### config.mk
export PLATFORM = sky130hd
export DESIGN_NAME = pca_readout
export DESIGN_NICKNAME = d
export VERILOG_FILES = /design/src/hdl/pca_pkg.sv /design/src/hdl/pca_readout.sv
export SDC_FILE = /design/constraint.sdc
export NUM_CORES = 1
export LEC_CHECK = 0
export BUFFER_PORTS_ARGS = -buffer_cell sky130_fd_sc_hd__buf_2
export CAP_MARGIN = 20
export CORE_UTILIZATION = 55
export CTS_CLUSTER_SIZE = 30
export DETAILED_ROUTE_END_ITERATION = 8
export PLACE_DENSITY = 0.77
export SLEW_MARGIN = 10
export SYNTH_ARGS = -nofsm -noshare
export SYNTH_HDL_FRONTEND = slang
export SYNTH_SLANG_ARGS = --single-unit
### constraint.sdc
create_clock -name mclk -period 4.9 [get_ports mclk]
set_input_delay 0.245 -clock mclk [delete_from_list [all_inputs] [get_ports mclk]]
set_output_delay 0.245 -clock mclk [all_outputs]
set_load 0.01 [all_outputs]
### src/hdl/pca_pkg.sv
// Shared constants and carrier types for the pin configured converter readout
package pca_pkg;

  // ****************************************************************
  // Timing figures
  // ****************************************************************
  localparam real XTAL_FREQ_KHZ = 32.768;   // Crystal frequency
  localparam real XTAL_PERIOD_US = 30.5176; // Crystal period
  localparam real CONV_RATE_HZ = 19.79;     // Result update rate
  localparam real CONV_PERIOD_MS = 50.54;   // Result update period
  // Crystal periods per result: the filter decimation chain 69 x 8 x 3
  localparam int DECIM_A = 69;
  localparam int DECIM_B = 8;
  localparam int DECIM_C = 3;
  localparam int CONV_TICKS_INT = DECIM_A * DECIM_B * DECIM_C;
  localparam logic [10:0] CONV_TICKS = 11'(CONV_TICKS_INT);
  localparam logic [10:0] CONV_LAST = 11'(CONV_TICKS_INT - 1);
  // Unread result: ready drops one crystal period before update, at tick UNREAD_DROP
  localparam logic [10:0] UNREAD_LEAD = 11'h002;
  localparam logic [10:0] UNREAD_DROP = 11'(CONV_TICKS_INT - 2);

  // ****************************************************************
  // Result word
  // ****************************************************************
  localparam int RES_W = 24;
  localparam int RES_MSB = RES_W - 1;
  localparam logic [4:0] RES_BITS = 5'h18;  // Bits per result
  localparam logic [4:0] BIT_ZERO = 5'h00;
  localparam logic [23:0] RES_ZERO = 24'h000000;
  localparam logic [10:0] TICK_ZERO = 11'h000;

  // Pin levels
  localparam logic MODE_MASTER = 1'b0;  // Mode pin low selects master
  localparam logic RANGE_LOW = 1'b0;    // Range 0: +-160 mV, gain 16

  // Synchronised pin vector positions
  localparam int PIN_XTAL = 0;
  localparam int PIN_CS_N = 1;
  localparam int PIN_PAIR = 2;
  localparam int PIN_RANGE = 3;
  localparam int PIN_MODE = 4;
  localparam int PIN_SCLK = 5;
  localparam int PIN_N = 6;
  localparam logic [5:0] PIN_RESET = 6'h22; // Chip select and clock idle high

  // Sequencer states
  typedef enum logic [1:0] {
    PCA_IDLE = 2'b00,   // Standby, pins released
    PCA_CONV = 2'b01,   // Converting, ready line high
    PCA_READY = 2'b10,  // Result waiting, ready line low
    PCA_SHIFT = 2'b11   // Shifting result out
  } pca_state_e;

  // Analog front end control
  typedef struct packed {
    logic run;       // Modulator running (normal mode)
    logic pair_sel;  // 0: first input pair, 1: second
    logic gain16;    // PGA gain 16 when set, else gain 1
  } pca_fe_s;

  localparam pca_fe_s FE_OFF = '{run: 1'b0, pair_sel: 1'b0, gain16: 1'b0};

endpackage : pca_pkg

### src/hdl/pca_readout.sv
// Conversion sequencer and serial result port of the pin configured converter
`timescale 1ns/100ps
`default_nettype none

// How it works
// - New result every 1656 crystal periods, 19.79 Hz, no setting changes it.
// - All timing except slave shifting counts edges of the 32.768 kHz crystal input.
// - One 24-bit result; one of two differential pairs converted at a time.
// - Range pin 0 selects gain 16 (+-160 mV), 1 selects gain 1.
// - No registers; channel and range come only from two pins.
// - Read-only port; mode pin picks serial clock master or slave.
// - Slave reads use chip select, serial clock and data out only.
// - Master holds data/ready low half a crystal period before first edge.
// - Results leave in offset binary.
// - Front end runs whenever chip select is low; chip select high powers down.
// - Master serial clock period equals one crystal period, even halves.
// - Data/ready high while converting, low when ready, high before update.
// - Bits change on falling serial clock; host samples on rising.
// - Chip select high aborts, releases pins, discards held result.
module pca_readout (
  input wire logic mclk,
  input wire logic rst_n,
  input wire logic crystal_osc_input,
  input wire logic cs_n,
  input wire logic input_pair_select,
  input wire logic range_sel,
  input wire logic mode_sel,
  input wire logic sclk_in,
  input wire logic [pca_pkg::RES_MSB:0] filter_word,
  output logic sclk_out,
  output logic sclk_oe,
  output logic dout_rdy_out,
  output logic dout_rdy_oe,
  output pca_pkg::pca_fe_s fe_ctrl
);
  import pca_pkg::*;

  logic [PIN_N-1:0] pin_meta_reg;
  logic [PIN_N-1:0] pin_sync_reg;
  logic [PIN_N-1:0] pin_prev_reg;
  pca_state_e state_reg;
  logic [10:0] tick_reg;
  logic [RES_MSB:0] shift_reg;
  logic [4:0] bit_reg;
  logic xtal_rise;
  logic xtal_fall;
  logic sclk_rise;
  logic sclk_fall;
  logic cs_high;
  logic master;
  logic update;
  logic shift_ev;
  logic end_ev;

  // ****************************************************************
  // Pin synchronisers and edge detection
  // ****************************************************************

  // Two flops on every pin from outside, then one more for edges
  always_ff @(posedge mclk) begin
    if (!rst_n) begin
      pin_meta_reg <= PIN_RESET;
      pin_sync_reg <= PIN_RESET;
      pin_prev_reg <= PIN_RESET;
    end else begin
      pin_meta_reg <= {sclk_in, mode_sel, range_sel, input_pair_select,
                       cs_n, crystal_osc_input};
      pin_sync_reg <= pin_meta_reg;
      pin_prev_reg <= pin_sync_reg;
    end
  end

  // Crystal and serial clock edges, all on the second flop onward
  assign xtal_rise = pin_sync_reg[PIN_XTAL] & ~pin_prev_reg[PIN_XTAL];
  assign xtal_fall = ~pin_sync_reg[PIN_XTAL] & pin_prev_reg[PIN_XTAL];
  assign sclk_rise = pin_sync_reg[PIN_SCLK] & ~pin_prev_reg[PIN_SCLK];
  assign sclk_fall = ~pin_sync_reg[PIN_SCLK] & pin_prev_reg[PIN_SCLK];
  assign cs_high = pin_sync_reg[PIN_CS_N];
  assign master = (pin_sync_reg[PIN_MODE] == MODE_MASTER);

  // Result update at the last crystal period of a conversion
  assign update = xtal_rise && (tick_reg == CONV_LAST);

  // Shift and end events from the clock owner of the current mode
  assign shift_ev = master ? xtal_fall : sclk_fall;
  assign end_ev = master ? xtal_rise : sclk_rise;

  // ****************************************************************
  // Conversion timing
  // ****************************************************************

  // Crystal period counter, restarted whenever the part is deselected
  always_ff @(posedge mclk) begin
    if (!rst_n) begin
      tick_reg <= TICK_ZERO;
    end else if (cs_high) begin
      tick_reg <= TICK_ZERO;
    end else if (xtal_rise) begin
      if (tick_reg == CONV_LAST) begin
        tick_reg <= TICK_ZERO;
      end else begin
        tick_reg <= tick_reg + 11'h001;
      end
    end
  end

  // Front end control straight from the chip select, channel and range pins
  always_ff @(posedge mclk) begin
    if (!rst_n) begin
      fe_ctrl <= FE_OFF;
    end else begin
      fe_ctrl.run <= ~cs_high;
      fe_ctrl.pair_sel <= pin_sync_reg[PIN_PAIR];
      fe_ctrl.gain16 <= (pin_sync_reg[PIN_RANGE] == RANGE_LOW);
    end
  end

  // ****************************************************************
  // Sequencer
  // ****************************************************************

  // Standby, converting, ready and shifting
  always_ff @(posedge mclk) begin
    if (!rst_n) begin
      state_reg <= PCA_IDLE;
    end else if (cs_high) begin
      state_reg <= PCA_IDLE;
    end else begin
      case (state_reg)
        PCA_IDLE: begin
          state_reg <= PCA_CONV;
        end
        PCA_CONV: begin
          if (update) begin
            state_reg <= PCA_READY;
          end
        end
        PCA_READY: begin
          if (shift_ev) begin
            state_reg <= PCA_SHIFT;
          end else if (!master && xtal_rise && tick_reg == UNREAD_DROP) begin
            state_reg <= PCA_CONV;
          end
        end
        PCA_SHIFT: begin
          if (end_ev && bit_reg == RES_BITS) begin
            state_reg <= PCA_CONV;
          end
        end
        default: begin
          state_reg <= PCA_IDLE;
        end
      endcase
    end
  end

  // ****************************************************************
  // Serial shifter
  // ****************************************************************

  // Load at update with the sign bit flipped to offset binary, MSB first
  always_ff @(posedge mclk) begin
    if (!rst_n) begin
      shift_reg <= RES_ZERO;
      bit_reg <= BIT_ZERO;
    end else if (cs_high) begin
      shift_reg <= RES_ZERO;
      bit_reg <= BIT_ZERO;
    end else if (state_reg == PCA_CONV && update) begin
      shift_reg <= {~filter_word[RES_MSB], filter_word[RES_MSB-1:0]};
      bit_reg <= BIT_ZERO;
    end else if ((state_reg == PCA_READY || state_reg == PCA_SHIFT) &&
                 shift_ev && bit_reg != RES_BITS) begin
      shift_reg <= {shift_reg[RES_MSB-1:0], 1'b0};
      bit_reg <= bit_reg + 5'h01;
    end
  end

  // Data/ready pin: high converting, low ready, bits while shifting
  always_ff @(posedge mclk) begin
    if (!rst_n) begin
      dout_rdy_out <= 1'b1;
      dout_rdy_oe <= 1'b0;
    end else if (cs_high) begin
      dout_rdy_out <= 1'b1;
      dout_rdy_oe <= 1'b0;
    end else begin
      dout_rdy_oe <= 1'b1;
      case (state_reg)
        PCA_READY: begin
          if (shift_ev) begin
            dout_rdy_out <= shift_reg[RES_MSB];
          end else if (!master && xtal_rise && tick_reg == UNREAD_DROP) begin
            dout_rdy_out <= 1'b1;
          end else begin
            dout_rdy_out <= 1'b0;
          end
        end
        PCA_SHIFT: begin
          if (end_ev && bit_reg == RES_BITS) begin
            dout_rdy_out <= 1'b1;
          end else if (shift_ev && bit_reg != RES_BITS) begin
            dout_rdy_out <= shift_reg[RES_MSB];
          end
        end
        PCA_CONV: begin
          dout_rdy_out <= ~update;
        end
        default: begin
          dout_rdy_out <= 1'b1;
        end
      endcase
    end
  end

  // Master clock: idles high, follows crystal halves while shifting
  always_ff @(posedge mclk) begin
    if (!rst_n) begin
      sclk_out <= 1'b1;
      sclk_oe <= 1'b0;
    end else if (cs_high || !master) begin
      sclk_out <= 1'b1;
      sclk_oe <= 1'b0;
    end else begin
      sclk_oe <= 1'b1;
      if ((state_reg == PCA_READY || state_reg == PCA_SHIFT) && xtal_fall &&
          bit_reg != RES_BITS) begin
        sclk_out <= 1'b0;
      end else if (xtal_rise) begin
        sclk_out <= 1'b1;
      end
    end
  end

endmodule : pca_readout

`default_nettype wire

==> results of run 1 <==
## power groups by stage
| stage | clock network (mW) | logic, mW | registers, mW |
|---|---|---|---|
| after detailed placement | 0 | 0.0302 | 0.525 |
| final | 0.482 | 0.0299 | 0.514 |
| after global placement | 0 | 0.0297 | 0.525 |
| after global routing | 0.513 | 0.0335 | 0.514 |
| after floorplan | 0 | 0.0135 | 0.525 |
| after CTS | 0.491 | 0.0303 | 0.514 |
## cells in the mapped netlist, types with 3 or more instances
cell type and count:
a211oi_1 24, nor2b_1 5, nor2_1 40, nand2_1 10
buf_2 3, o21ai_0 3, ha_1 9, inv_1 11
nand4_1 4, mux2i_1 26, nand3b_1 4, xnor2_1 6
nand2b_1 7, dfxtp_1 62, and2_1 13, clkbuf_1 7
xor2_1 5, a21oi_1 5, nand3_1 3
## routing by layer
metal | up-vias | wire length [um]
met2 | 39 | 2280
met3 | 14 | 193
met1 | 931 | 2290
met5 | - | 0
li1 | 1067 | -
met4 | 0 | 137
## per-stage QoR
stage	worst slack, ns	util, %	hold slack, ns
after floorplan	3.17	-	0.318
after global placement	2.43	61.8	0.373
after detailed placement	2.69	62.3	0.381
after CTS	2.67	66.8	0.0967
after global routing	2.47	66.8	0.100
final	2.67	66.8	0.105
## layout make-up
cell class,instances,area [um^2],area share (%)
inverters,12,45.0,1.40
multi-input cells,194,1410,43.8
well taps,67,83.8,2.61
repair buffers,40,225,7.00
clock inverters,6,86.3,2.68
flip-flops and latches,62,1240,38.6
clock buffers,10,128,3.97
## cells by family after synthesis
| logic type | after synthesis |
|---|---|
| flip-flops | 62 |
| AND/OR/NAND/NOR | 103 |
| multiplexers | 27 |
| AO/OA/AOI/OAI | 44 |
| XOR/XNOR | 11 |
| buffers and inverters | 28 |
| adder cells (fa/ha/maj) | 9 |
## how the worst max path moves through the flow
stage / from / to / cells after the start
2_1_floorplan: bit_reg[0]$_SDFFE_PP0P_ / dout_rdy_out$_SDFFE_PP1P_ / 6
6_report: tick_reg[0]$_SDFFE_PP0P_ / shift_reg[7]$_SDFFE_PP0P_ / 5
3_5_place_dp: tick_reg[0]$_SDFFE_PP0P_ / shift_reg[7]$_SDFFE_PP0P_ / 5
3_3_place_gp: tick_reg[0]$_SDFFE_PP0P_ / bit_reg[1]$_SDFFE_PP0P_ / 5
4_1_cts: tick_reg[0]$_SDFFE_PP0P_ / shift_reg[7]$_SDFFE_PP0P_ / 5
5_1_grt: tick_reg[0]$_SDFFE_PP0P_ / shift_reg[7]$_SDFFE_PP0P_ / 5
==> Implementation_results.wiki, run 1 <==
{| class="wikitable"
! Metric !! Value
|-
| Cts repair resizes || 0
|-
| F_max || 0.448 GHz
|-
| Post-Syn Nets || 325
|-
| Relative contribution of combinational cells to total power || 2.9%
|-
| Clock root buffer || clkbuf_8
|-
| Met3 layer usage reported by global route || 5.08%
|-
| TritonCTS clock tree || built
|-
| Final critical path time including I/O delays and setup || 2.23 ns
|-
| Fin cells || 391
|-
| Most common cell after layout, fill and taps aside || dfxtp_1
|-
| Critical-path cell with the highest stage delay || nand4_2
|-
| Most frequent cells in the layout || dfxtp_1, nor2_1, buf_2
|-
| Proportion of synthesized area in mux cells || 10.2%
|-
| Category of the worst setup path capture point || flop
|-
| Pwr dens || 319 mW/mm^2
|-
| Number of antenna violations at the first check in global routing || 0
|-
| Residual overflow from global routing || 0
|-
| Crit-path max FO || 26
|-
| Post-synth design cell area || 0.00282 mm^2
|-
| Critical R2R Launch || tick_reg[0]$_SDFFE_PP0P_
|-
| Slew HR || 53.9%
|-
| Max-slew violations || 0
|-
| Number of placed cells counting well taps || 375
|-
| Maximum buffer depth of the clock tree || 2
|-
| Row count || 25
|-
| Via count || 2,051
|-
| WL per Instance || 12.5 um
|-
| Reported leakage power || 1.19 nW
|-
| Biggest area consumer among synthesized cells || dfxtp_1
|-
| GR Util met1 || 24.8%
|-
| Yosys top cell area share || 44.0%
|-
| Outcome || finished, final reports clean
|-
| Overall die width || 73.6 um
|-
| Maximum level of the CTS H-tree || 3
|-
| Number of buffers inserted to repair setup after CTS || 0
|-
| HPWL after detailed placement || 3.33 mm
|-
| Post-DP Area || 0.00300 mm^2
|-
| Number of failing setup endpoints in the final timing report || 0
|-
| Fin crit share || 45.6%
|-
| Beginning of the worst hold path || sclk_in
|-
| Routability cong. || 0.793
|-
| Synth Flop Type || dfxtp_1
|-
| GR Layer Usage met2 || 32.8%
|-
| First-pass detailed-route iteration total || 4
|-
| Count of nets left with antenna violations after detail routing || 0
|-
| Largest incremental delay on the critical path || 0.60 ns
|-
| Critical R2R Capture || shift_reg[7]$_SDFFE_PP0P_
|-
| Flops & latches, synth || 62
|-
| Async SR Flop Fraction || 0%
|-
| Pin count of the biggest net entering global routing || 33
|-
| Top delay family on crit path || simple AND/OR/NAND/NOR gates
|-
| Later-pin clock latency in the skew report || 0.34 ns
|-
| Synth-to-Final Area Change || 14.1%
|-
| Buffering stage count on the worst path with inverters included || 1
|-
| Number of top-level pins || 39
|-
| Via count of the first global-routing pass || 1,886
|-
| Die area || 0.00542 mm^2
|-
| Xor and xnor fraction of the mapped netlist area || 3.42%
|-
| Average cell area after synthesis || 9.93 um^2
|-
| Count of unresolved DRC violations after routing || 0
|-
| Fill cell total of the finished layout || 429
|-
| Largest family of logic cells by synthesized area || simple AND/OR/NAND/NOR gates
|-
| Wire length reported by the detailed router || 4.90 mm
|-
| CTS Sinks || 62
|-
| Overall global routing resource usage || 20.4%
|-
| Switching fraction of total power || 20.9%
|-
| Aggregate negative setup slack || 0 ns
|-
| Number of flip-flops in the largest register || 24
|-
| Share of synthesized area occupied by flip-flops and latches || 44.0%
|-
| Sink of the worst hold path || pin_meta_reg[5]$_SDFF_PN1_
|-
| RSZ-0062 raised after global routing || false
|-
| Nets || 360
|-
| Register-to-Register Setup Slack || 2.67 ns
|-
| Setup Crit Path Kind || flop to flop
|-
| Busiest layer in global routing || met2
|-
| Hold Fails Final Rpt || 0
|-
| Internal power of the cells || 812 uW
|-
| Arithmetic-cell share of the synthesized area counting full adders, half adders and majority gates || 3.99%
|-
| Number of buffers added by the clock tree synthesis step || 9
|-
| VDD IR-drop max || 0.212 mV
|-
| Ratio of routed vias to standard cells || 5.25
|-
| Register clock-pin slew on the reported worst setup and hold paths || 0.07 ns
|-
| Core ar. || 0.00482 mm^2
|-
| Ratio of cells with drive above 1 in the final layout || 20.1%
|-
| Setup skew after layout || 0.0110 ns
|-
| Synth area leaders || dfxtp_1, mux2i_1, a211oi_1
|-
| Min-Delay Path Depth || 2
|-
| Sum of internal, switching and leakage power || 1.03 mW
|-
| Clock power share || 47.0%
|-
| Data required, critical path || 5.14 ns
|-
| Arrival time at the worst endpoint || 2.47 ns
|-
| Max-cap viol count || 0
|-
| Post-synthesis compound-gate area fraction || 11.8%
|-
| Post-synthesis share of cell area spent on and, or, nand and nor gates || 20.5%
|-
| Actual transition at the worst max-transition pin || 0.690 ns
|-
| Library cells used by synthesis || 47
|-
| First-pass GRT wire length || 8.34 mm
|-
| Count of synthesis-stage warnings from yosys || 0
|-
| Gate count after technology mapping || 284
|-
| Count of buffers inserted at the top-level ports || 38
|-
| Initial core utilization || 58.5%
|-
| Die height || 73.6 um
|-
| Finished Cell Area || 0.00322 mm^2
|-
| Worst reg2reg path depth || 5
|-
| DRT iter0 DRCs || 104
|-
| Critical path cell sequence || ha_1, and4b_1, nand4_2, buf_16, a211oi_1
|-
| Register share of total power || 50.1%
|-
| Antenna diode count || 0
|-
| Worst min path class || input port to flop
|-
| Startpoint Class || flop
|-
| Sw power || 214 uW
|-
| Number of synthesized flops with an enable pin || 0
|-
| CTS hold repair buffers || 0
|}
Note: power is estimated with default switching activity, not from simulation.
==> run 2, diff against run 1 <==
==> constraint.sdc (replaced) <==
create_clock -name mclk -period 2.1 [get_ports mclk]
set_input_delay 0.105 -clock mclk [delete_from_list [all_inputs] [get_ports mclk]]
set_output_delay 0.105 -clock mclk [all_outputs]
set_load 0.01 [all_outputs]
==> Implementation_results.wiki, run 2 (synthesis gave the netlist of run 1 again) <==
{| class="wikitable"
! Metric !! Value
|-
| DRT iter0 DRCs || 56
|-
| Crit-path max FO || 5
|-
| Count of unresolved DRC violations after routing || 0
|-
| Overall die width || 73.6 um
|-
| Setup Crit Path Kind || flop to flop
|-
| Worst setup slack after layout || 0.226 ns
|-
| Arrival time at the worst endpoint || 2.09 ns
|-
| Startpoint Class || flop
|-
| F_max || 0.534 GHz
|-
| Ratio of cells with drive above 1 in the final layout || 20.7%
|-
| WL per Instance || 12.3 um
|-
| Die height || 73.6 um
|-
| Data required, critical path || 2.32 ns
|-
| Hold Fails Final Rpt || 0
|-
| Fill cell total of the finished layout || 401
|-
| Area of the multi-input gates || 0.00141 mm^2
|-
| Max-slew violations || 0
|-
| Count of buffers inserted at the top-level ports || 38
|-
| Register clock-pin slew on the reported worst setup and hold paths || 0.07 ns
|-
| Later-pin clock latency in the skew report || 0.34 ns
|-
| Core ar. || 0.00482 mm^2
|-
| Reported leakage power || 1.23 nW
|-
| Wire length reported by the detailed router || 4.93 mm
|-
| CTS Sinks || 62
|-
| Clock root buffer || clkbuf_8
|-
| Register-to-Register Setup Slack || 0.23 ns
|-
| Via count of the first global-routing pass || 1,952
|-
| Most frequent cells in the layout || dfxtp_1, nor2_1, buf_2
|-
| HPWL after detailed placement || 3.40 mm
|-
| Number of flip-flops in the largest register || 24
|-
| Pwr dens || 726 mW/mm^2
|-
| Aggregate negative setup slack || 0 ns
|-
| Synth-to-Final Area Change || 16.8%
|-
| Number of antenna violations at the first check in global routing || 0
|-
| VDD IR-drop max || 0.552 mV
|-
| Slew HR || 70.1%
|-
| Via count || 2,054
|-
| Fin cells || 401
|-
| Actual transition at the worst max-transition pin || 0.447 ns
|-
| Number of buffers added by the clock tree synthesis step || 9
|-
| Outcome || finished, final reports clean
|-
| Final critical path time including I/O delays and setup || 1.87 ns
|-
| Cts repair resizes || 0
|-
| Number of placed cells counting well taps || 379
|-
| Nets || 370
|-
| First-pass GRT wire length || 8.30 mm
|-
| Critical path cell sequence || inv_1, ha_1, nand4b_4, mux4_1, nor4b_1, a31oi_1
|-
| Die area || 0.00542 mm^2
|-
| Maximum buffer depth of the clock tree || 2
|-
| Fin crit share || 89.2%
|-
| Hold Worst Slack || 0.0493 ns
|-
| Routability cong. || 0.858
|-
| Category of the worst setup path capture point || flop
|-
| Setup skew after layout || 0.00605 ns
|-
| Count of nets left with antenna violations after detail routing || 0
|-
| Largest incremental delay on the critical path || 0.57 ns
|-
| Overall global routing resource usage || 20.6%
|-
| Post-placement setup slack || 0.238 ns
|-
| Row count || 25
|-
| RSZ-0062 raised after global routing || false
|-
| First-pass detailed-route iteration total || 4
|-
| Worst min path class || input port to flop
|-
| Initial core utilization || 58.5%
|-
| Max-cap viol count || 0
|-
| Ratio of routed vias to standard cells || 5.12
|-
| Reg area || 0.00124 mm^2
|-
| TritonCTS clock tree || built
|-
| Most common cell after layout, fill and taps aside || dfxtp_1
|-
| Critical-path cell with the highest stage delay || mux4_1
|-
| Number of failing setup endpoints in the final timing report || 0
|-
| Antenna diode count || 0
|-
| Maximum level of the CTS H-tree || 3
|-
| Pin count of the biggest net entering global routing || 29
|-
| Residual overflow from global routing || 0
|-
| Number of top-level pins || 39
|}
==> run 2: power by group <==
part	internal (mW)	switching, mW
clock	0.678	0.435
sequential	1.19	0.00803
combinational	0.0450	0.0324
==> run 2: final timing paths <==
| kind | start | end | depth (start not counted) |
|---|---|---|---|
| hold / removal | filter_word[18] | shift_reg[18]$_SDFFE_PP0P_ | 3 |
| setup / recovery | bit_reg[0]$_SDFFE_PP0P_ | dout_rdy_out$_SDFFE_PP1P_ | 6 |
| hold reg to reg | pin_sync_reg[3]$_SDFF_PN0_ | fe_ctrl[0]$_SDFF_PN0_ | 1 |
| setup reg to reg | bit_reg[0]$_SDFFE_PP0P_ | dout_rdy_out$_SDFFE_PP1P_ | 6 |
==> run 2: routing by layer <==
| layer | global-route usage, % | share of wire, % |
|---|---|---|
| met1 | 22.5 | 47 |
| met2 | 34.6 | 47 |
| met3 | 9.19 | 4.7 |
| met4 | 8.97 | 1.9 |
| met5 | 0 | 0 |
==> run 2: final cells by class <==
type	instances	share of cell area [%]
Multi-Input combinational cell	194	42.7
Tap cell	67	2.55
Clock buffer	14	5.55
Inverter	12	1.37
Timing Repair Buffer	50	8.97
Sequential cell	62	37.7
Clock inverter	2	1.14
==> run 2: what timing repair did <==
item,CTS,global route
hold buffers,6,0
endpoints found under the hold margin,6,0
buffers inserted,0,0
==> run 2: per-stage QoR <==
stage	instance area [um^2]	total power, mW	utilization (%)
floorplan	2820	1.26	-
global placement	3010	1.29	62.5
detailed placement	3010	1.29	62.5
CTS	3290	2.42	68.4
global route	3290	2.48	68.4
finish	3290	2.39	68.4
==> run 2: critical path: cells and delay by family, from the launching register on <==
kind | cells | cell delay, ns
adders and majority gates | 1 | 0.23
AOI/OAI and AO/OA | 1 | 0.06
buffers and inverters | 1 | 0.07
DFF | 1 | 0.37
and+or+nand+nor | 2 | 0.45
muxes | 1 | 0.57
==> run 3, diff against run 2 <==
--- a/config.mk
+++ b/config.mk
@@ -7,9 +7,11 @@
 export LEC_CHECK = 0
 export BUFFER_PORTS_ARGS = -buffer_cell sky130_fd_sc_hd__buf_2
 export CAP_MARGIN = 20
+export CORE_MARGIN = 2
 export CORE_UTILIZATION = 55
 export CTS_CLUSTER_SIZE = 30
 export DETAILED_ROUTE_END_ITERATION = 8
+export GPL_TIMING_DRIVEN = 0
 export PLACE_DENSITY = 0.77
 export SLEW_MARGIN = 10
 export SYNTH_ARGS = -nofsm -noshare
==> Implementation_results.wiki, run 3 (synthesis gave the netlist of run 1 again) <==
{| class="wikitable"
! Metric !! Value
|-
| Outcome || finished, final reports clean
|-
| Register clock-pin slew on the reported worst setup and hold paths || 0.07 ns
|-
| Reported leakage power || 1.27 nW
|-
| Sw power || 504 uW
|-
| RSZ-0062 raised after global routing || false
|-
| Number of buffers added by the clock tree synthesis step || 9
|-
| Number of flip-flops in the largest register || 24
|-
| TritonCTS clock tree || built
|-
| Later-pin clock latency in the skew report || 0.33 ns
|-
| Number of top-level pins || 39
|-
| Wire length reported by the detailed router || 5.06 mm
|-
| Via count || 2,121
|-
| Maximum buffer depth of the clock tree || 2
|-
| Maximum level of the CTS H-tree || 3
|-
| Via count of the first global-routing pass || 1,908
|-
| Critical-path cell with the highest stage delay || mux4_1
|-
| Number of failing setup endpoints in the final timing report || 0
|-
| Setup Crit Path Kind || flop to flop
|-
| Category of the worst setup path capture point || flop
|-
| Most frequent cells in the layout || dfxtp_1, buf_2, nor2_1
|-
| Die area || 0.00572 mm^2
|-
| Pwr dens || 712 mW/mm^2
|-
| Final critical path time including I/O delays and setup || 1.90 ns
|-
| Fin crit share || 90.6%
|-
| Antenna diode count || 0
|-
| Max-slew violations || 0
|-
| Routability cong. || 0.793
|-
| Hold Worst Slack || 0.0239 ns
|-
| First-pass detailed-route iteration total || 4
|-
| Critical path cell sequence || inv_1, ha_1, nand4b_4, mux4_1, nor4b_1, a31oi_1
|-
| DRT iter0 DRCs || 81
|-
| Synth-to-Final Area Change || 20.2%
|-
| Arrival time at the worst endpoint || 2.11 ns
|-
| Met3 WL || 168 um
|-
| Core ar. || 0.00504 mm^2
|-
| Setup skew after layout || 0.00735 ns
|-
| Count of buffers inserted at the top-level ports || 38
|-
| HPWL after detailed placement || 3.55 mm
|-
| Die height || 75.6 um
|-
| Max-cap viol count || 0
|-
| Overall die width || 75.6 um
|-
| Number of buffers inserted to repair setup after CTS || 0
|-
| Data required, critical path || 2.30 ns
|-
| Initial core utilization || 55.9%
|-
| Register share of total power || 49.6%
|-
| CTS Sinks || 62
|-
| Largest incremental delay on the critical path || 0.56 ns
|-
| Ratio of routed vias to standard cells || 5.11
|-
| VDD IR-drop max || 0.610 mV
|-
| Startpoint Class || flop
|-
| Clock power share || 46.9%
|-
| Number of antenna violations at the first check in global routing || 0
|-
| Worst min path class || input port to flop
|-
| F_max || 0.526 GHz
|-
| Nets || 381
|-
| Clock root buffer || clkbuf_8
|-
| Slew HR || 64.3%
|-
| Relative contribution of combinational cells to total power || 3.4%
|-
| Overall global routing resource usage || 19.0%
|-
| Crit-path max FO || 5
|-
| Actual transition at the worst max-transition pin || 0.536 ns
|-
| Most common cell after layout, fill and taps aside || dfxtp_1
|-
| Switching fraction of total power || 20.9%
|-
| Row count || 26
|-
| Core occupancy in the finished layout || 67.2%
|-
| Aggregate negative setup slack || 0 ns
|-
| Residual overflow from global routing || 0
|-
| First-pass GRT wire length || 8.19 mm
|-
| Highest metal used || met4
|-
| Internal power of the cells || 1.91 mW
|-
| Pin count of the biggest net entering global routing || 13
|-
| Count of nets left with antenna violations after detail routing || 0
|-
| WL per Instance || 12.2 um
|-
| Routed length on met1 || 2.33 mm
|-
| Hold Fails Final Rpt || 0
|-
| DR WL met2 || 2.51 mm
|-
| Buffering stage count on the worst path with inverters included || 1
|-
| Top delay family on crit path || multiplexers
|-
| Ratio of cells with drive above 1 in the final layout || 21.2%
|-
| Count of unresolved DRC violations after routing || 0
|}
[run 3: what timing repair did]
action                    in CTS  in global routing
resized for setup              0                  0
hold buffers                   7                  0
hold endpoints to repair       6                  0
[run 3: power by group through the flow]
stage                     clock, mW  combinational [mW]  sequential [mW]
after detailed placement          0              0.0724             1.23
after floorplan                   0              0.0314             1.22
after global routing           1.21              0.0916             1.20
after CTS                      1.17              0.0824             1.20
after global placement            0              0.0708             1.22
final                          1.13              0.0822             1.20
[run 3: cell type report]
class / instances / area [um^2]
Tap cell: 70 / 87.6
Multi-Input combinational cell: 194 / 1410
Sequential cell: 62 / 1240
Fill cell: 410 / 1650
Timing Repair Buffer: 45 / 260
Clock inverter: 7 / 98.8
Inverter: 12 / 45.0
Buffer: 16 / 126
Clock buffer: 9 / 124
[run 3: per-layer routing]
layer / vias to the layer above / track usage [%]
met5: - / 0
li1: 1104 / -
met4: 0 / 7.02
met2: 33 / 31.3
met1: 978 / 23.3
met3: 6 / 6.35
[run 3: metrics by stage]
stage / cells / area, um^2 / setup slack (ns) / power (mW)
after floorplan: 284 / 2820 / 0.373 / 1.26
after global placement: 392 / 3100 / 0.244 / 1.30
after detailed placement: 392 / 3100 / 0.239 / 1.30
after CTS: 415 / 3390 / 0.209 / 2.45
after global routing: 415 / 3390 / 0.0124 / 2.51
final: 415 / 3390 / 0.197 / 2.41
[run 3: final timing paths]
kind,startpoint,end,slack (ns),cells past startpoint
hold reg to reg,pin_sync_reg[3]$_SDFF_PN0_,fe_ctrl[0]$_SDFF_PN0_,0.39,1
setup reg to reg,bit_reg[0]$_SDFFE_PP0P_,dout_rdy_out$_SDFFE_PP1P_,0.20,6
hold / removal,rst_n,pin_sync_reg[1]$_SDFF_PN1_,0.02,2
setup / recovery,bit_reg[0]$_SDFFE_PP0P_,dout_rdy_out$_SDFFE_PP1P_,0.20,6
[run 3: worst reg2reg max path, delay by kind of cell (launching register included)]
family,cells,cell delay (ns)
multiplexers,1,0.56
AND/OR/NAND/NOR,2,0.48
flip-flops,1,0.37
adder cells (fa/ha/maj),1,0.23
buffers and inverters,1,0.07
AO/OA/AOI/OAI,1,0.07
